<file path="src/common/pc_flow_regs.vh">
// Purpose: Register offsets, field positions and reset values of the
//          program-flow block.
// Assumes: Classic Wishbone, 32-bit data, byte addresses.
// Notes:   Definitions only.
`ifndef PC_FLOW_REGS_VH
`define PC_FLOW_REGS_VH

`define REG_PC_LOW        8'h00
`define REG_PC_HIGH_LATCH 8'h04
`define REG_PC_FULL       8'h08
`define REG_STACK_PTR     8'h0C
`define REG_PWR_STATUS    8'h10
`define REG_CONFIG        8'h14
`define REG_PTR0          8'h18
`define REG_PTR1          8'h1C
`define REG_IND0          8'h20
`define REG_IND1          8'h24
`define REG_IRQ_STATUS    8'h28
`define REG_IRQ_CLEAR     8'h2C
`define REG_IRQ_ENABLE    8'h30
`define REG_WORKING       8'h34

`define PWR_OVF_BIT       0
`define PWR_UNF_BIT       1
`define CFG_FAULT_EN_BIT  0
`define IRQ_OVF_BIT       0
`define IRQ_UNF_BIT       1
`define IRQ_RESET_BIT     2

`define PC_RESET          15'h0000
`define PTR_RESET         16'h0000
`define CFG_RESET         1'b0
`define STACK_PTR_RESET   5'h1F

`define OP_NONE           3'h0
`define OP_CALL           3'h1
`define OP_CALL_WORKING   3'h2
`define OP_BRANCH_WORKING 3'h3
`define OP_BRANCH_IMM     3'h4
`define OP_RETURN         3'h5
`define OP_INTERRUPT      3'h6

// Address of the first indirect port, the second is the next address
`define IND_PORT0_ADDR    16'h0000
`define IND_PORT1_ADDR    16'h0001

`endif

</file>
<file path="src/core/return_stack.v">
// Purpose: Sixteen-level return address stack with wrap or fault reset.
// Assumes: At most one push or pop per cycle.
// Notes:   Pointer 5'h1F means empty; a push then lands in location 0.
`timescale 1ns/1ps
`include "pc_flow_regs.vh"

module return_stack #(
    parameter AW = 15,
    parameter DEPTH_LOG2 = 4
) (
    // Clock and reset
    input wire clk,
    input wire rstn,
    // Control
    input wire push,
    input wire pop,
    input wire fault_en,
    input wire [AW-1:0] push_data,
    // Results
    output wire [AW-1:0] top_data,
    output reg overflow,
    output reg underflow,
    output wire [DEPTH_LOG2:0] ptr
);
    localparam DEPTH = 1 << DEPTH_LOG2;
    reg [AW-1:0] mem_q [0:DEPTH-1];
    reg [DEPTH_LOG2:0] ptr_q;
    wire empty = ptr_q[DEPTH_LOG2];
    wire full = !ptr_q[DEPTH_LOG2] && (&ptr_q[DEPTH_LOG2-1:0]);
    wire [DEPTH_LOG2-1:0] wr_idx = ptr_q[DEPTH_LOG2-1:0] + 1'b1;

    assign ptr = ptr_q;
    assign top_data = mem_q[ptr_q[DEPTH_LOG2-1:0]];

    always @* begin
        overflow = push && full && fault_en;
        underflow = pop && empty && fault_en;
    end

    always @(posedge clk or negedge rstn) begin
        if (!rstn) begin
            ptr_q <= `STACK_PTR_RESET;
        end else if (push && !(full && fault_en)) begin
            // Full stack without fault reset wraps onto location 0
            mem_q[wr_idx] <= push_data;
            ptr_q <= {1'b0, wr_idx};
        end else if (pop && !(empty && fault_en)) begin
            // Unchecked pop from empty wraps to the full position
            ptr_q <= empty ? {1'b0, {DEPTH_LOG2{1'b1}}} : ptr_q - 1'b1;
        end
    end
endmodule

</file>
<file path="src/core/indirect_access.v">
// Purpose: Indirect data access port driven by one file-select pointer.
// Assumes: Data memory is an external bus that answers combinationally.
// Notes:   Self-addressed indirect access reads zero, write suppressed.
`timescale 1ns/1ps
`include "pc_flow_regs.vh"

module indirect_access (
    // Pointer
    input wire [15:0] pointer,
    // Request
    input wire rd,
    input wire wr,
    input wire [7:0] wdata,
    // Data memory
    output reg [15:0] mem_addr,
    output reg mem_rd,
    output reg mem_wr,
    output reg [7:0] mem_wdata,
    input wire [7:0] mem_rdata,
    // Result
    output reg [7:0] rdata
);
    wire self_hit = (pointer == `IND_PORT0_ADDR) ||
        (pointer == `IND_PORT1_ADDR);

    always @* begin
        mem_addr = pointer;
        mem_rd = rd && !self_hit;
        mem_wr = wr && !self_hit;
        mem_wdata = wdata;
        rdata = self_hit ? 8'h00 : mem_rdata;
    end
endmodule

</file>
<file path="src/core/pc_flow.v">
// Purpose: Program counter, return stack and indirect addressing
//          of an 8-bit core, with a Wishbone register slave.
// Assumes: One instruction per op_valid pulse; data memory answers
//          combinationally on mem_rdata.
// Notes:   Core reset request is a one-cycle pulse on core_reset_q.
//
// Local design decisions: the Wishbone interface to the registers and the register offsets.
`timescale 1ns/1ps
`include "pc_flow_regs.vh"

module pc_flow (
    // Clock and reset
    input wire clk,
    input wire rstn,
    // Wishbone slave
    input wire wb_cyc_i,
    input wire wb_stb_i,
    input wire wb_we_i,
    input wire [7:0] wb_adr_i,
    input wire [3:0] wb_sel_i,
    input wire [31:0] wb_dat_i,
    output reg [31:0] wb_dat_o,
    output reg wb_ack_o,
    // Instruction stream from decoder
    input wire op_valid,
    input wire [2:0] op_code,
    input wire [10:0] op_operand,
    // Data memory
    output reg [15:0] mem_addr,
    output reg mem_rd,
    output reg mem_wr,
    output reg [7:0] mem_wdata,
    input wire [7:0] mem_rdata,
    // Status
    output reg [14:0] pc_out,
    output reg core_reset_q,
    output reg irq
);
    reg [14:0] pc_q;
    reg [14:0] pc_d;
    reg [6:0] pc_high_latch_q;
    reg [7:0] working_q;
    reg [15:0] ptr0_q;
    reg [15:0] ptr1_q;
    reg fault_en_q;
    reg ovf_flag_q;
    reg unf_flag_q;
    reg [2:0] irq_stat_q;
    reg [2:0] irq_en_q;
    reg [31:0] rd_word;

    // Register offset match, shared by every write strobe and select
    function reg_hit;
        input [7:0] adr;
        input [7:0] ofs;
        begin
            reg_hit = (adr == ofs);
        end
    endfunction

    // Nine-bit branch operand widened to the counter with its sign
    function [14:0] sign_ext9;
        input [8:0] ofs;
        begin
            sign_ext9 = {{6{ofs[8]}}, ofs};
        end
    endfunction

    // Byte placed in an otherwise zero bus word
    function [31:0] zext8;
        input [7:0] v;
        begin
            zext8 = {24'h0, v};
        end
    endfunction

    wire [14:0] pc_inc = pc_q + 15'h0001;
    wire [14:0] bra_ofs = sign_ext9(op_operand[8:0]);

    wire bus_req = wb_cyc_i && wb_stb_i && !wb_ack_o;
    wire bus_wr = bus_req && wb_we_i && wb_sel_i[0];
    wire bus_rd = bus_req && !wb_we_i;
    wire ind0_sel = reg_hit(wb_adr_i, `REG_IND0);
    wire ind1_sel = reg_hit(wb_adr_i, `REG_IND1);

    // Write strobes, one per writable register
    wire wr_pc_low = bus_wr && reg_hit(wb_adr_i, `REG_PC_LOW);
    wire wr_latch = bus_wr && reg_hit(wb_adr_i, `REG_PC_HIGH_LATCH);
    wire wr_working = bus_wr && reg_hit(wb_adr_i, `REG_WORKING);
    wire wr_config = bus_wr && reg_hit(wb_adr_i, `REG_CONFIG);
    wire wr_ptr0 = bus_wr && reg_hit(wb_adr_i, `REG_PTR0);
    wire wr_ptr1 = bus_wr && reg_hit(wb_adr_i, `REG_PTR1);
    wire wr_pwr = bus_wr && reg_hit(wb_adr_i, `REG_PWR_STATUS);
    wire wr_irq_clr = bus_wr && reg_hit(wb_adr_i, `REG_IRQ_CLEAR);
    wire wr_irq_en = bus_wr && reg_hit(wb_adr_i, `REG_IRQ_ENABLE);

    // A low-byte write owns the counter, so the op of that cycle is
    // dropped whole and must not move the stack either
    wire op_live = op_valid && !wr_pc_low;
    wire is_call = op_live && (op_code == `OP_CALL ||
        op_code == `OP_CALL_WORKING || op_code == `OP_INTERRUPT);
    wire is_ret = op_live && (op_code == `OP_RETURN);

    wire [14:0] stk_top;
    wire stk_ovf;
    wire stk_unf;
    wire [4:0] stk_ptr;
    wire fault = stk_ovf || stk_unf;
    wire [2:0] irq_event = {fault, stk_unf, stk_ovf};

    return_stack #(.AW(15), .DEPTH_LOG2(4)) u_stack (
        .clk(clk),
        .rstn(rstn),
        .push(is_call),
        .pop(is_ret),
        .fault_en(fault_en_q),
        .push_data(pc_inc),
        .top_data(stk_top),
        .overflow(stk_ovf),
        .underflow(stk_unf),
        .ptr(stk_ptr)
    );

    wire [15:0] ind_ptr = ind1_sel ? ptr1_q : ptr0_q;
    wire [15:0] ind_maddr;
    wire ind_mrd;
    wire ind_mwr;
    wire [7:0] ind_mwdata;
    wire [7:0] ind_rdata;

    indirect_access u_ind (
        .pointer(ind_ptr),
        .rd(bus_rd && (ind0_sel || ind1_sel)),
        .wr(bus_wr && (ind0_sel || ind1_sel)),
        .wdata(wb_dat_i[7:0]),
        .mem_addr(ind_maddr),
        .mem_rd(ind_mrd),
        .mem_wr(ind_mwr),
        .mem_wdata(ind_mwdata),
        .mem_rdata(mem_rdata),
        .rdata(ind_rdata)
    );

    // Next program counter, one source per cycle
    always @* begin
        pc_d = pc_q;
        if (wr_pc_low) begin
            pc_d = {pc_high_latch_q, wb_dat_i[7:0]};
        end else if (op_valid) begin
            case (op_code)
                `OP_CALL: pc_d = {pc_high_latch_q[6:3],
                    op_operand};
                `OP_CALL_WORKING: pc_d = {pc_high_latch_q,
                    working_q};
                `OP_BRANCH_WORKING: pc_d = pc_inc + {7'h00,
                    working_q};
                `OP_BRANCH_IMM: pc_d = pc_inc + bra_ofs;
                `OP_RETURN: pc_d = stk_top;
                `OP_INTERRUPT: pc_d = 15'h0004;
                default: pc_d = pc_inc;
            endcase
        end
    end

    always @(posedge clk or negedge rstn) begin
        if (!rstn) begin
            pc_q <= `PC_RESET;
            pc_out <= `PC_RESET;
            core_reset_q <= 1'b0;
        end else if (fault) begin
            pc_q <= `PC_RESET;
            pc_out <= `PC_RESET;
            core_reset_q <= 1'b1;
        end else begin
            pc_q <= pc_d;
            pc_out <= pc_d;
            core_reset_q <= 1'b0;
        end
    end

    // Page latch for the upper counter bits
    always @(posedge clk or negedge rstn) begin
        if (!rstn) begin
            pc_high_latch_q <= 7'h00;
        end else if (wr_latch) begin
            pc_high_latch_q <= wb_dat_i[6:0];
        end
    end

    // Working register image used by the computed call and branch
    always @(posedge clk or negedge rstn) begin
        if (!rstn) begin
            working_q <= 8'h00;
        end else if (wr_working) begin
            working_q <= wb_dat_i[7:0];
        end
    end

    // File-select pointers, each a full sixteen-bit address
    always @(posedge clk or negedge rstn) begin
        if (!rstn) begin
            ptr0_q <= `PTR_RESET;
            ptr1_q <= `PTR_RESET;
        end else begin
            if (wr_ptr0) begin
                ptr0_q <= wb_dat_i[15:0];
            end
            if (wr_ptr1) begin
                ptr1_q <= wb_dat_i[15:0];
            end
        end
    end

    // Stack fault reset enable
    always @(posedge clk or negedge rstn) begin
        if (!rstn) begin
            fault_en_q <= `CFG_RESET;
        end else if (wr_config) begin
            fault_en_q <= wb_dat_i[`CFG_FAULT_EN_BIT];
        end
    end

    // Fault flags: writing 0 clears a bit, a fault in that cycle wins
    always @(posedge clk or negedge rstn) begin
        if (!rstn) begin
            ovf_flag_q <= 1'b0;
            unf_flag_q <= 1'b0;
        end else begin
            if (stk_ovf) begin
                ovf_flag_q <= 1'b1;
            end else if (wr_pwr) begin
                ovf_flag_q <= ovf_flag_q & wb_dat_i[`PWR_OVF_BIT];
            end
            if (stk_unf) begin
                unf_flag_q <= 1'b1;
            end else if (wr_pwr) begin
                unf_flag_q <= unf_flag_q & wb_dat_i[`PWR_UNF_BIT];
            end
        end
    end

    // Sticky event bits; a new event wins over a clear
    always @(posedge clk or negedge rstn) begin
        if (!rstn) begin
            irq_stat_q <= 3'h0;
        end else if (wr_irq_clr) begin
            irq_stat_q <= (irq_stat_q & ~wb_dat_i[2:0]) | irq_event;
        end else begin
            irq_stat_q <= irq_stat_q | irq_event;
        end
    end

    // Interrupt enables, same layout as the status bits
    always @(posedge clk or negedge rstn) begin
        if (!rstn) begin
            irq_en_q <= 3'h0;
        end else if (wr_irq_en) begin
            irq_en_q <= wb_dat_i[2:0];
        end
    end

    // Read data for the addressed register; unmapped offsets read zero
    always @* begin
        rd_word = 32'h00000000;
        case (wb_adr_i)
            `REG_PC_LOW: rd_word = zext8(pc_q[7:0]);
            `REG_PC_HIGH_LATCH: rd_word = {25'h0, pc_high_latch_q};
            `REG_PC_FULL: rd_word = {17'h0, pc_q};
            `REG_STACK_PTR: rd_word = {27'h0, stk_ptr};
            `REG_PWR_STATUS: rd_word = {30'h0, unf_flag_q,
                ovf_flag_q};
            `REG_CONFIG: rd_word = {31'h0, fault_en_q};
            `REG_PTR0: rd_word = {16'h0, ptr0_q};
            `REG_PTR1: rd_word = {16'h0, ptr1_q};
            `REG_IND0: rd_word = zext8(ind_rdata);
            `REG_IND1: rd_word = zext8(ind_rdata);
            `REG_IRQ_STATUS: rd_word = {29'h0, irq_stat_q};
            `REG_IRQ_ENABLE: rd_word = {29'h0, irq_en_q};
            `REG_WORKING: rd_word = zext8(working_q);
            default: rd_word = 32'h00000000;
        endcase
    end

    // Bus answer: one registered ack per request, data with it
    always @(posedge clk or negedge rstn) begin
        if (!rstn) begin
            wb_ack_o <= 1'b0;
            wb_dat_o <= 32'h00000000;
        end else begin
            wb_ack_o <= bus_req;
            if (bus_rd) begin
                wb_dat_o <= rd_word;
            end
        end
    end

    // Data memory strobes, one cycle behind the request edge
    always @(posedge clk or negedge rstn) begin
        if (!rstn) begin
            mem_addr <= 16'h0000;
            mem_rd <= 1'b0;
            mem_wr <= 1'b0;
            mem_wdata <= 8'h00;
        end else begin
            mem_addr <= ind_maddr;
            mem_rd <= ind_mrd;
            mem_wr <= ind_mwr;
            mem_wdata <= ind_mwdata;
        end
    end

    // Level interrupt, high while an enabled status bit is set
    always @(posedge clk or negedge rstn) begin
        if (!rstn) begin
            irq <= 1'b0;
        end else begin
            irq <= |(irq_stat_q & irq_en_q);
        end
    end
endmodule

</file>
<file path="config.mk">
export PLATFORM = sky130hd
export DESIGN_NAME = pc_flow
export DESIGN_NICKNAME = d
export VERILOG_FILES = /design/src/core/return_stack.v /design/src/core/indirect_access.v /design/src/core/pc_flow.v
export VERILOG_INCLUDE_DIRS = /design/src /design/src/common
export SDC_FILE = /design/constraint.sdc
export NUM_CORES = 1
export LEC_CHECK = 0
export ABC_CLOCK_PERIOD_IN_PS = 4800
export BUFFER_PORTS_ARGS = -buffer_cell sky130_fd_sc_hd__buf_2
export CAP_MARGIN = 20
export CELL_PAD_IN_SITES_DETAIL_PLACEMENT = 1
export CELL_PAD_IN_SITES_GLOBAL_PLACEMENT = 1
export CORE_AREA = 3 3 215 269
export DETAILED_ROUTE_END_ITERATION = 10
export DIE_AREA = 0 0 218 272
export MAX_ROUTING_LAYER = met4
export PLACE_DENSITY = 0.49
export SLEW_MARGIN = 20
export SYNTH_ARGS = -nofsm -noshare
export SYNTH_HDL_FRONTEND = slang
export SYNTH_SLANG_ARGS = --single-unit
</file>
<file path="constraint.sdc">
create_clock -name clk -period 4.8 [get_ports clk]
set_input_delay 0.24 -clock clk [delete_from_list [all_inputs] [get_ports clk]]
set_output_delay 0.24 -clock clk [all_outputs]
set_load 0.05 [all_outputs]
</file>
==> results.toml, run 1 <==
[clocking]
postCtsSetupBuffers = 0
clock_latency_ns = 0.56
cts.htree.levels = 2
cts_resized = 0
clkTransAtPathRegs_ns = 0.06
cts.sinks = 361
cts_buffers = 41
cts_tree = "yes"
cts_buffer_depth = 3
ctsHoldBuffers = 20
clock-root-buffer = "clkbuf_16"

[die]
die_area_um2 = 59300
fp.dieH_um = 272
ios = 148
initial_core_util_pct = 30.0
fp-row-count = 96
fp.dieW_um = 218
core_area_um2 = 55300

[power]
powerDensity_nw_per_um2 = 441
p_leak_nw = 7.47
ir_drop_v = 0.000245
finalPower_mw = 8.64

[yosys]
yosysMostFrequentCell = "edfxtp_1"
synth_top_family_by_area = "multiplexers"
syn_area_per_cell_um2 = 14.4
ys.flop_type = "edfxtp_1"
yosysSeqAreaShare_pct = 61.9
syn_area_um2 = 16600
synth-edff-count = 240
yosys-top-cells-area = "edfxtp_1, dfrtp_1, mux4_2"
synth_compound_area_share_pct = 8.93
synth_xor_xnor_area_share_pct = 1.96
synth-simple-area-share_pct = 7.64
ys_warn_count = 0
syn_inst = 1150
synth_fa_ha_area_share_pct = 1.41
ys_async_sr_fraction_pct = 33.5
synthTopCellsByCount = "edfxtp_1, dfrtp_1, nand2_1, mux4_2, mux2_2"
ys_ff_latch = 361
synthMuxAreaShare_pct = 15.3
synth_cell_type_count = 74
yosysTopAreaCell = "edfxtp_1"
netlist.area_leader.share_pct = 43.5

[global_route]
grt_max_degree = 79
overflow = 0
antenna_found_initial = 1
grt_pass1_vias = 11300
grt_usage_pct = 17.9
grt_first_pass_wirelength_um = 76900

[routing]
wire_per_inst_um = 24.8
drtAntennaViolNets = 0
wl_um = 51600
firstDrtPassIters = 5
vias = 10700
drc_errors = 0
drtIter0Drc = 686
vias_per_cell = 5.12

[sta]
finalHoldViolations = 0
setup_violations = 0
slew_violations = 0
worst_pin_slew_ns = 0.972
fmax_ghz = 0.255
slew-limit-headroom_pct = 35.0
period_share_pct = 81.7
layout_setup_ws_ns = 0.878
skew_ns = 0.0141
finalCriticalPeriod_ns = 3.92
tns_ns = 0
rsz0062_at_grt = "no"

[critical_path]
critical_path.most_common_cell = "xnor2_1"
slowest_stage = "dfrtp_1"
worst-path-buf-inv = 1
crit_fanout = 18
crit_type = "reg -> reg"
crit_arrival_ns = 4.37
endpoint_kind = "register"
start_kind = "register"
crit_family = "compound AO/OA/AOI/OAI gates"
crit_chain = "ha_1, nand4_1, nor3_1, xnor2_1, inv_1, a21oi_1, a31oi_1, o21ai_1, o21ai_0, xnor2_1, a22o_1"
critPathRequiredTime_ns = 5.24
crit_path_max_incr_delay_ns = 0.55

[cells_and_area]
finish.utilization_pct = 35.5
layout.nets = 1409
area_growth_pct = 18.4
fin_area_um2 = 19600
drive_gt1_share_pct = 30.2

[placement]
hpwl_um = 36400
gp_congestion = 0.815
portBuffers = 112
post_dp_cell_area_um2 = 18200
pre_cts_ws_ns = 0.860

[flow_run]
cap_violations = 0

[hold_path]
holdCritPathClass = "in -> reg"

[status]
run_status = "finished clean"
==> metal layers <==
layer	track usage (%)	wire, um	vias to the layer above
met5	-	0	-
li1	-	-	4807
met3	2.81	2110	73
met2	32.1	27300	206
met4	4.98	1390	0
met1	20.8	20800	5566
==> path summary, 6_finish.rpt <==
kind	from	to	slack [ns]	cells past startpoint
worst max-delay path	pc_q[1]	pc_q[14]	0.88	11
worst min register to register	wb_dat_o[14]	wb_dat_o[14]	0.49	1
worst min-delay path	mem_rdata[3]	wb_dat_o[3]	0.05	4
worst max register to register	pc_q[1]	pc_q[14]	0.88	11
max in group asynchronous	rstn	ptr0_q[9]	3.33	3
min in group asynchronous	rstn	mem_rd	0.31	2
==> final cells by class <==
| class | count | area [um2] |
|---|---|---|
| Inverter | 23 | 86.3 |
| Tap cell | 735 | 920 |
| Sequential cell | 361 | 10200 |
| Antenna cell | 1 | 2.50 |
| Clock buffer | 53 | 1090 |
| Clock inverter | 17 | 97.6 |
| Fill cell | 5766 | 35600 |
| Multi-Input combinational cell | 703 | 5960 |
| Timing Repair Buffer | 189 | 1210 |
==> flip-flops by register name, indices dropped and copies added (netlist names) <==
signal	count
working_q	8
irq	1
wb_dat_o	16
fault_en_q	1
ptr1_q	16
core_reset_q	1
irq_stat_q	3
unf_flag_q	1
mem_rd	1
pc_high_latch_q	7
mem_addr	16
ovf_flag_q	1
mem_wr	1
ptr0_q	16
u_stack.ptr	5
wb_ack_o	1
irq_en_q	3
u_stack.mem_q	240
pc_q	15
mem_wdata	8
==> report_power, final <==
part           switching (mW)  total, mW  leakage (nW)  internal, mW
sequential              0.246       3.82          3.80          3.58
clock                    1.26       2.86         0.578          1.60
combinational            1.15       1.96          3.09         0.811
==> through the flow <==
stage               instances  hold WS [ns]
global route             2082        0.0548
detailed placement       1991         0.329
CTS                      2081        0.0197
finish                   2082        0.0506
floorplan                1165       -0.0556
global placement         1991         0.324
==> placed cells by master, fill, tap and decap left out, types with 41 or more instances in the layout <==
master | netlist | final
edfxtp_1 | 240 | 240
dfrtp_1 | 116 | 116
buf_2 | 13 | 111
nand2_1 | 82 | 82
mux4_2 | 74 | 74
mux2_2 | 73 | 73
buf_4 | 16 | 56
nor2_1 | 64 | 50
o21ai_0 | 47 | 47
a21oi_1 | 45 | 45
clkbuf_16 | 0 | 41
==> logic make-up after synthesis <==
logic type,Yosys count
xor+xnor,37
mux,152
simple gates,262
fa+ha+maj,18
flops,361
buf+inv,101
other cells,1
compound gates,218
==> worst register-to-register path, delay by kind of cell (launching register included) <==
family,cells,cell delay [ns]
AO/OA/AOI/OAI,5,0.97
XOR/XNOR,2,0.39
adder cells (fa/ha/maj),1,0.50
buffers and inverters,1,0.49
flip-flops,1,0.55
AND/OR/NAND/NOR,2,0.91
Note: power is estimated with default switching activity, not from simulation.
==> run 2, diff against run 1 <==
--- a/config.mk
+++ b/config.mk
@@ -6,16 +6,17 @@
 export SDC_FILE = /design/constraint.sdc
 export NUM_CORES = 1
 export LEC_CHECK = 0
-export ABC_CLOCK_PERIOD_IN_PS = 4800
+export ABC_AREA = 1
+export ABC_CLOCK_PERIOD_IN_PS = 4000
 export BUFFER_PORTS_ARGS = -buffer_cell sky130_fd_sc_hd__buf_2
 export CAP_MARGIN = 20
 export CELL_PAD_IN_SITES_DETAIL_PLACEMENT = 1
 export CELL_PAD_IN_SITES_GLOBAL_PLACEMENT = 1
-export CORE_AREA = 3 3 215 269
+export CORE_AREA = 3 3 216 271
 export DETAILED_ROUTE_END_ITERATION = 10
-export DIE_AREA = 0 0 218 272
+export DIE_AREA = 0 0 219 274
 export MAX_ROUTING_LAYER = met4
-export PLACE_DENSITY = 0.49
+export PLACE_DENSITY = 0.52
 export SLEW_MARGIN = 20
 export SYNTH_ARGS = -nofsm -noshare
 export SYNTH_HDL_FRONTEND = slang
==> constraint.sdc (replaced) <==
create_clock -name clk -period 4 [get_ports clk]
set_input_delay 0.2 -clock clk [delete_from_list [all_inputs] [get_ports clk]]
set_output_delay 0.2 -clock clk [all_outputs]
set_load 0.05 [all_outputs]
==> results.toml, run 2 <==
[status]
run_status = "finished clean"

[placement]
hpwl_um = 41000
portBuffers = 112
gp_congestion = 0.826

[hold_path]
holdCritPathClass = "in -> reg"
hold_path_end = "wb_dat_o[7]"
min_path_cells = 5
min_from = "mem_rdata[7]"

[clocking]
clkTransAtPathRegs_ns = 0.06
cts.sinks = 361
cts_buffer_depth = 3
cts_buffers = 40
postCtsSetupBuffers = 0
clock_latency_ns = 0.58
cts_tree = "yes"
cts.htree.levels = 2
clock-root-buffer = "clkbuf_16"

[yosys]
synthTopCellsByCount = "nand2_1, edfxtp_1, nor2_1, o21ai_0, inv_1"
synth_top_family_by_area = "simple AND/OR/NAND/NOR gates"
synthMuxAreaShare_pct = 0
yosysSeqAreaShare_pct = 60.9
synth_fa_ha_area_share_pct = 1.38
yosysMostFrequentCell = "nand2_1"
ys_ff_latch = 361
netlist.area_leader.share_pct = 42.9
synth_xor_xnor_area_share_pct = 0.365
synth_compound_area_share_pct = 13.1
syn_area_per_cell_um2 = 9.69
synth-simple-area-share_pct = 18.5
synth-edff-count = 240
ys_async_sr_fraction_pct = 33.5
syn_area_um2 = 16800
ys_warn_count = 0
yosysTopAreaCell = "edfxtp_1"
synth_cell_type_count = 53
yosys-top-cells-area = "edfxtp_1, dfrtp_1, nand2_1"
syn_inst = 1736
ys.flop_type = "edfxtp_1"

[power]
p_leak_nw = 8.14
finalPower_mw = 11.4
ir_drop_v = 0.000328
powerDensity_nw_per_um2 = 573

[routing]
drtAntennaViolNets = 0
vias_per_cell = 4.95
vias = 13200
wire_per_inst_um = 22.3
drtIter0Drc = 682
firstDrtPassIters = 5
wl_um = 59500
drc_errors = 0

[critical_path]
crit_path_max_incr_delay_ns = 0.57
regToRegSetupSlack_ns = 0.82
worstReg2RegStart = "pc_q[0]"
crit_arrival_ns = 3.74
critPathRequiredTime_ns = 4.27
start_kind = "primary input"
slowest_stage = "dlygate4sd3_1"
endpoint_kind = "register"
crit_type = "in -> reg"
crit_family = "simple AND/OR/NAND/NOR gates"
reg2regPathDepth = 16
crit_chain = "dlygate4sd3_1, buf_2, nand2_1, dlygate4sd3_1, nor2_2, nand3_2, nor3_4, nor3b_2, inv_1, nor2_1, nand2_1, inv_1, nand2_1, nor2_2, buf_12"
worst-path-buf-inv = 6
r2r_end = "pc_q[14]"
crit_fanout = 9
critical_path.most_common_cell = "nand2_1"

[die]
fp-row-count = 97
fp.dieW_um = 219
ios = 148
initial_core_util_pct = 30.0
core_area_um2 = 56100
fp.dieH_um = 274
die_area_um2 = 60000

[global_route]
grt_first_pass_wirelength_um = 89300
grt_max_degree = 127
grt_pass1_vias = 13900
overflow = 0
grt_usage_pct = 20.5
antenna_found_initial = 0

[cells_and_area]
layout_commonest_cell = "nand2_1"
layout.nets = 1982
regMostFlops = "u_stack.mem_q"
largest_reg_flops = 240
area_growth_pct = 18.4
seq_area_um2 = 10200
antenna_cells = 0
fillers = 6455
drive_gt1_share_pct = 15.2
multi_input_area_um2 = 5720
final_cell_mix = "nand2_1, edfxtp_1, o21ai_0"

[sta]
slew_violations = 0
finalCriticalPeriod_ns = 3.47
rsz0062_at_grt = "no"
finalHoldViolations = 0
slew-limit-headroom_pct = 41.5
setup_violations = 0
skew_ns = 0.0212
period_share_pct = 86.7
fmax_ghz = 0.288
worst_pin_slew_ns = 0.875
tns_ns = 0

[flow_run]
cap_violations = 0
-- run 2: worst min-delay path, cell delays in order --
cell and delay (ns):
buf_2 0.08, nand3_1 0.08, nand2_1 0.10, nand2_1 0.06
nand2_1 0.05
-- run 2: cells by family (layout without fill, tap and decap cells) --
| logic type | after synthesis | in the layout |
|---|---|---|
| AND/OR/NAND/NOR | 732 | 732 |
| other | 1 | 16 |
| XOR/XNOR | 7 | 7 |
| AO/OA/AOI/OAI | 385 | 385 |
| buffers and inverters | 232 | 401 |
| adder cells (fa/ha/maj) | 18 | 18 |
| flip-flops | 361 | 361 |
-- run 2: final cells by class --
class                           instances  area share, %
Inverter                              145           2.74
Clock buffer                           53           5.27
Multi-Input combinational cell       1158           28.7
Tap cell                              742           4.66
Timing Repair Buffer                  186           6.19
Sequential cell                       361           51.4
Clock inverter                         17          0.955
-- run 2: through the flow --
step | util (%) | hold WS, ns | cell area (um2) | std cells | setup WS [ns]
floorplan | - | -0.0956 | 16900 | 1751 | 0.777
global placement | 32.9 | 0.109 | 18400 | 2568 | 0.884
detailed placement | 32.9 | 0.112 | 18400 | 2568 | 0.831
CTS | 35.5 | 0.0189 | 19900 | 2662 | 0.459
global route | 35.5 | 0.0513 | 19900 | 2662 | 0.381
finish | 35.5 | 0.0261 | 19900 | 2662 | 0.534
-- run 2: worst max-delay path by stage --
stage	start	end	slack, ns	depth (start not counted)
finish	wb_stb_i	u_stack.mem_q[7][11]	0.53	15
global route	wb_stb_i	u_stack.mem_q[7][14]	0.38	15
CTS	wb_stb_i	u_stack.mem_q[11][10]	0.46	14
detailed placement	pc_q[0]	pc_q[13]	0.83	21
global placement	op_code[1]	pc_q[10]	0.88	20
floorplan	pc_q[0]	pc_q[13]	0.78	15
-- run 2: metal layers --
metal  wire length [um]  global-route usage, %  vias to the layer above  share of wire [%]
li1                   -                      -                     6285                  -
met1              24700                   23.9                     6586                 41
met2              30600                   35.8                      218                 51
met3               1820                   3.01                       90                3.1
met4               2410                   7.80                        0                4.0
met5                  0                      -                        -                  0
-- run 2: timing repair --
item / CTS / global route
hold buffers: 24 / 0
endpoints found under the hold margin: 78 / 0
gates resized for setup: 0 / 0
-- run 2: power by group --
part           internal, mW  switching (mW)
clock                  2.05            1.55
combinational         0.869            2.40
sequential             4.35           0.177
total                  7.28            4.13
==> run 3, diff against run 2 <==
--- a/config.mk
+++ b/config.mk
@@ -7,7 +7,7 @@
 export NUM_CORES = 1
 export LEC_CHECK = 0
 export ABC_AREA = 1
-export ABC_CLOCK_PERIOD_IN_PS = 4000
+export ABC_CLOCK_PERIOD_IN_PS = 3200
 export BUFFER_PORTS_ARGS = -buffer_cell sky130_fd_sc_hd__buf_2
 export CAP_MARGIN = 20
 export CELL_PAD_IN_SITES_DETAIL_PLACEMENT = 1
==> constraint.sdc (replaced) <==
create_clock -name clk -period 3.2 [get_ports clk]
set_input_delay 0.16 -clock clk [delete_from_list [all_inputs] [get_ports clk]]
set_output_delay 0.16 -clock clk [all_outputs]
set_load 0.05 [all_outputs]
==> results.toml, run 3 (same netlist as run 2, synthesis figures left out) <==
[routing]
drc_errors = 0
firstDrtPassIters = 5
drtAntennaViolNets = 0
vias_per_cell = 4.97
wire_per_inst_um = 22.5
drtIter0Drc = 735
wl_um = 60700
vias = 13400

[hold_path]
holdCritPathClass = "in -> async"

[global_route]
grt_max_degree = 73
grt_usage_pct = 20.9
grt_first_pass_wirelength_um = 91100
grt_pass1_vias = 14200
overflow = 0
antenna_found_initial = 0

[critical_path]
critical_path.most_common_cell = "nand2_1"
crit_fanout = 6
critPathRequiredTime_ns = 3.65
crit_path_max_incr_delay_ns = 0.44
crit_arrival_ns = 3.25
slowest_stage = "dfrtp_1"
start_kind = "register"
crit_chain = "ha_1, nand2_2, o21ai_0, o21ai_0, inv_1, ha_2, nand2_1, inv_1, nand4_1, nand3_1, nand3_1, nand2_1, nand2_1, nand2_1, nand2_1, nand2_1, nand2_1, nand3_1, nand2_1, nand2_1, nand2_1"
endpoint_kind = "register"
crit_type = "reg -> reg"

[sta]
skew_ns = 0.0178
rsz0062_at_grt = "no"
period_share_pct = 87.4
finalCriticalPeriod_ns = 2.80
slew_violations = 0
fmax_ghz = 0.358
slew-limit-headroom_pct = 42.2
worst_pin_slew_ns = 0.866
finalHoldViolations = 0
tns_ns = 0
setup_violations = 0

[die]
ios = 148
die_area_um2 = 60000
core_area_um2 = 56100
fp.dieW_um = 219
fp-row-count = 97
initial_core_util_pct = 30.0
fp.dieH_um = 274

[power]
p_switching_mw = 5.26
powerDensity_nw_per_um2 = 725
clkPwrFrac_pct = 32.8
pwr-share-comb_pct = 29.1
ir_drop_v = 0.000426
finalPower_mw = 14.7
p_leak_nw = 8.37
switching_share_pct = 35.7
power.internal_mw = 9.46
p_seq_share_pct = 38.1

[clocking]
cts_buffer_depth = 3
cts_tree = "yes"
cts_buffers = 40
cts.htree.levels = 2
clock_latency_ns = 0.57
clock-root-buffer = "clkbuf_16"
postCtsSetupBuffers = 0
clkTransAtPathRegs_ns = 0.07
cts.sinks = 361

[cells_and_area]
largest_reg_flops = 240
seq_area_um2 = 10200
antenna_cells = 0
multi_input_area_um2 = 5720
area_growth_pct = 20.7
finish.utilization_pct = 36.2
final_cell_mix = "nand2_1, edfxtp_1, o21ai_0"
layout.nets = 2019
layout_commonest_cell = "nand2_1"
regMostFlops = "u_stack.mem_q"
drive_gt1_share_pct = 16.9
fillers = 6443

[placement]
hpwl_um = 42700
gp_congestion = 0.829
portBuffers = 112

[status]
run_status = "finished clean"

[flow_run]
cap_violations = 0
-- run 3: final timing paths --
check | start | end | slack (ns) | depth (start not counted)
setup / recovery | pc_q[0] | pc_q[13] | 0.40 | 21
hold / removal | rstn | wb_dat_o[8] | 0.03 | 2
setup reg to reg | pc_q[0] | pc_q[13] | 0.40 | 21
hold reg to reg | wb_dat_o[6] | wb_dat_o[6] | 0.48 | 2
max in group asynchronous | rstn | ptr1_q[2] | 2.01 | 3
min in group clk | wb_sel_i[0] | mem_wr | 0.03 | 3
-- run 3: cell type report --
cell class / instances / share of cell area, %
Sequential cell: 361 / 50.5
Multi-Input combinational cell: 1158 / 28.2
Timing Repair Buffer: 223 / 7.48
Clock buffer: 52 / 5.46
Tap cell: 742 / 4.57
Inverter: 145 / 2.69
Clock inverter: 18 / 1.15
-- run 3: critical path: cells and delay by family (launching register included) --
kind / cells / cell delay (ns)
buffers and inverters: 2 / 0.15
and+or+nand+nor: 15 / 1.30
adders and majority gates: 2 / 0.64
DFF: 1 / 0.44
AOI/OAI and AO/OA: 2 / 0.16
-- run 3: metal layers --
metal | global-route usage, % | share of wire (%)
met1 | 24.1 | 41
met2 | 37.2 | 52
met3 | 2.92 | 3.4
met4 | 6.91 | 3.4
met5 | - | 0
-- run 3: timing repair --
action                                 CTS  global route
setup endpoints to repair                0             2
resized for setup                        0             1
hold buffers                            27             0
endpoints found under the hold margin  112             0
-- run 3: stage by stage --
step                setup slack [ns]  cell area [um2]  instances  hold slack, ns
finish                         0.404            20300       2699          0.0281
global route                  0.0230            20300       2699          0.0291
CTS                            0.340            20300       2699         0.00641
detailed placement             0.246            18700       2602          0.0469
global placement               0.284            18700       2602          0.0447
floorplan                     0.0395            16900       1751          -0.136
-- run 3: power groups by stage --
stage	clock network [mW]	logic, mW	registers [mW]
6_report	4.83	4.29	5.60
2_1_floorplan	0	2.41	5.85
4_1_cts	4.98	4.37	5.61
5_1_grt	5.14	4.78	5.63
3_3_place_gp	0	4.24	5.69
3_5_place_dp	0	4.33	5.70
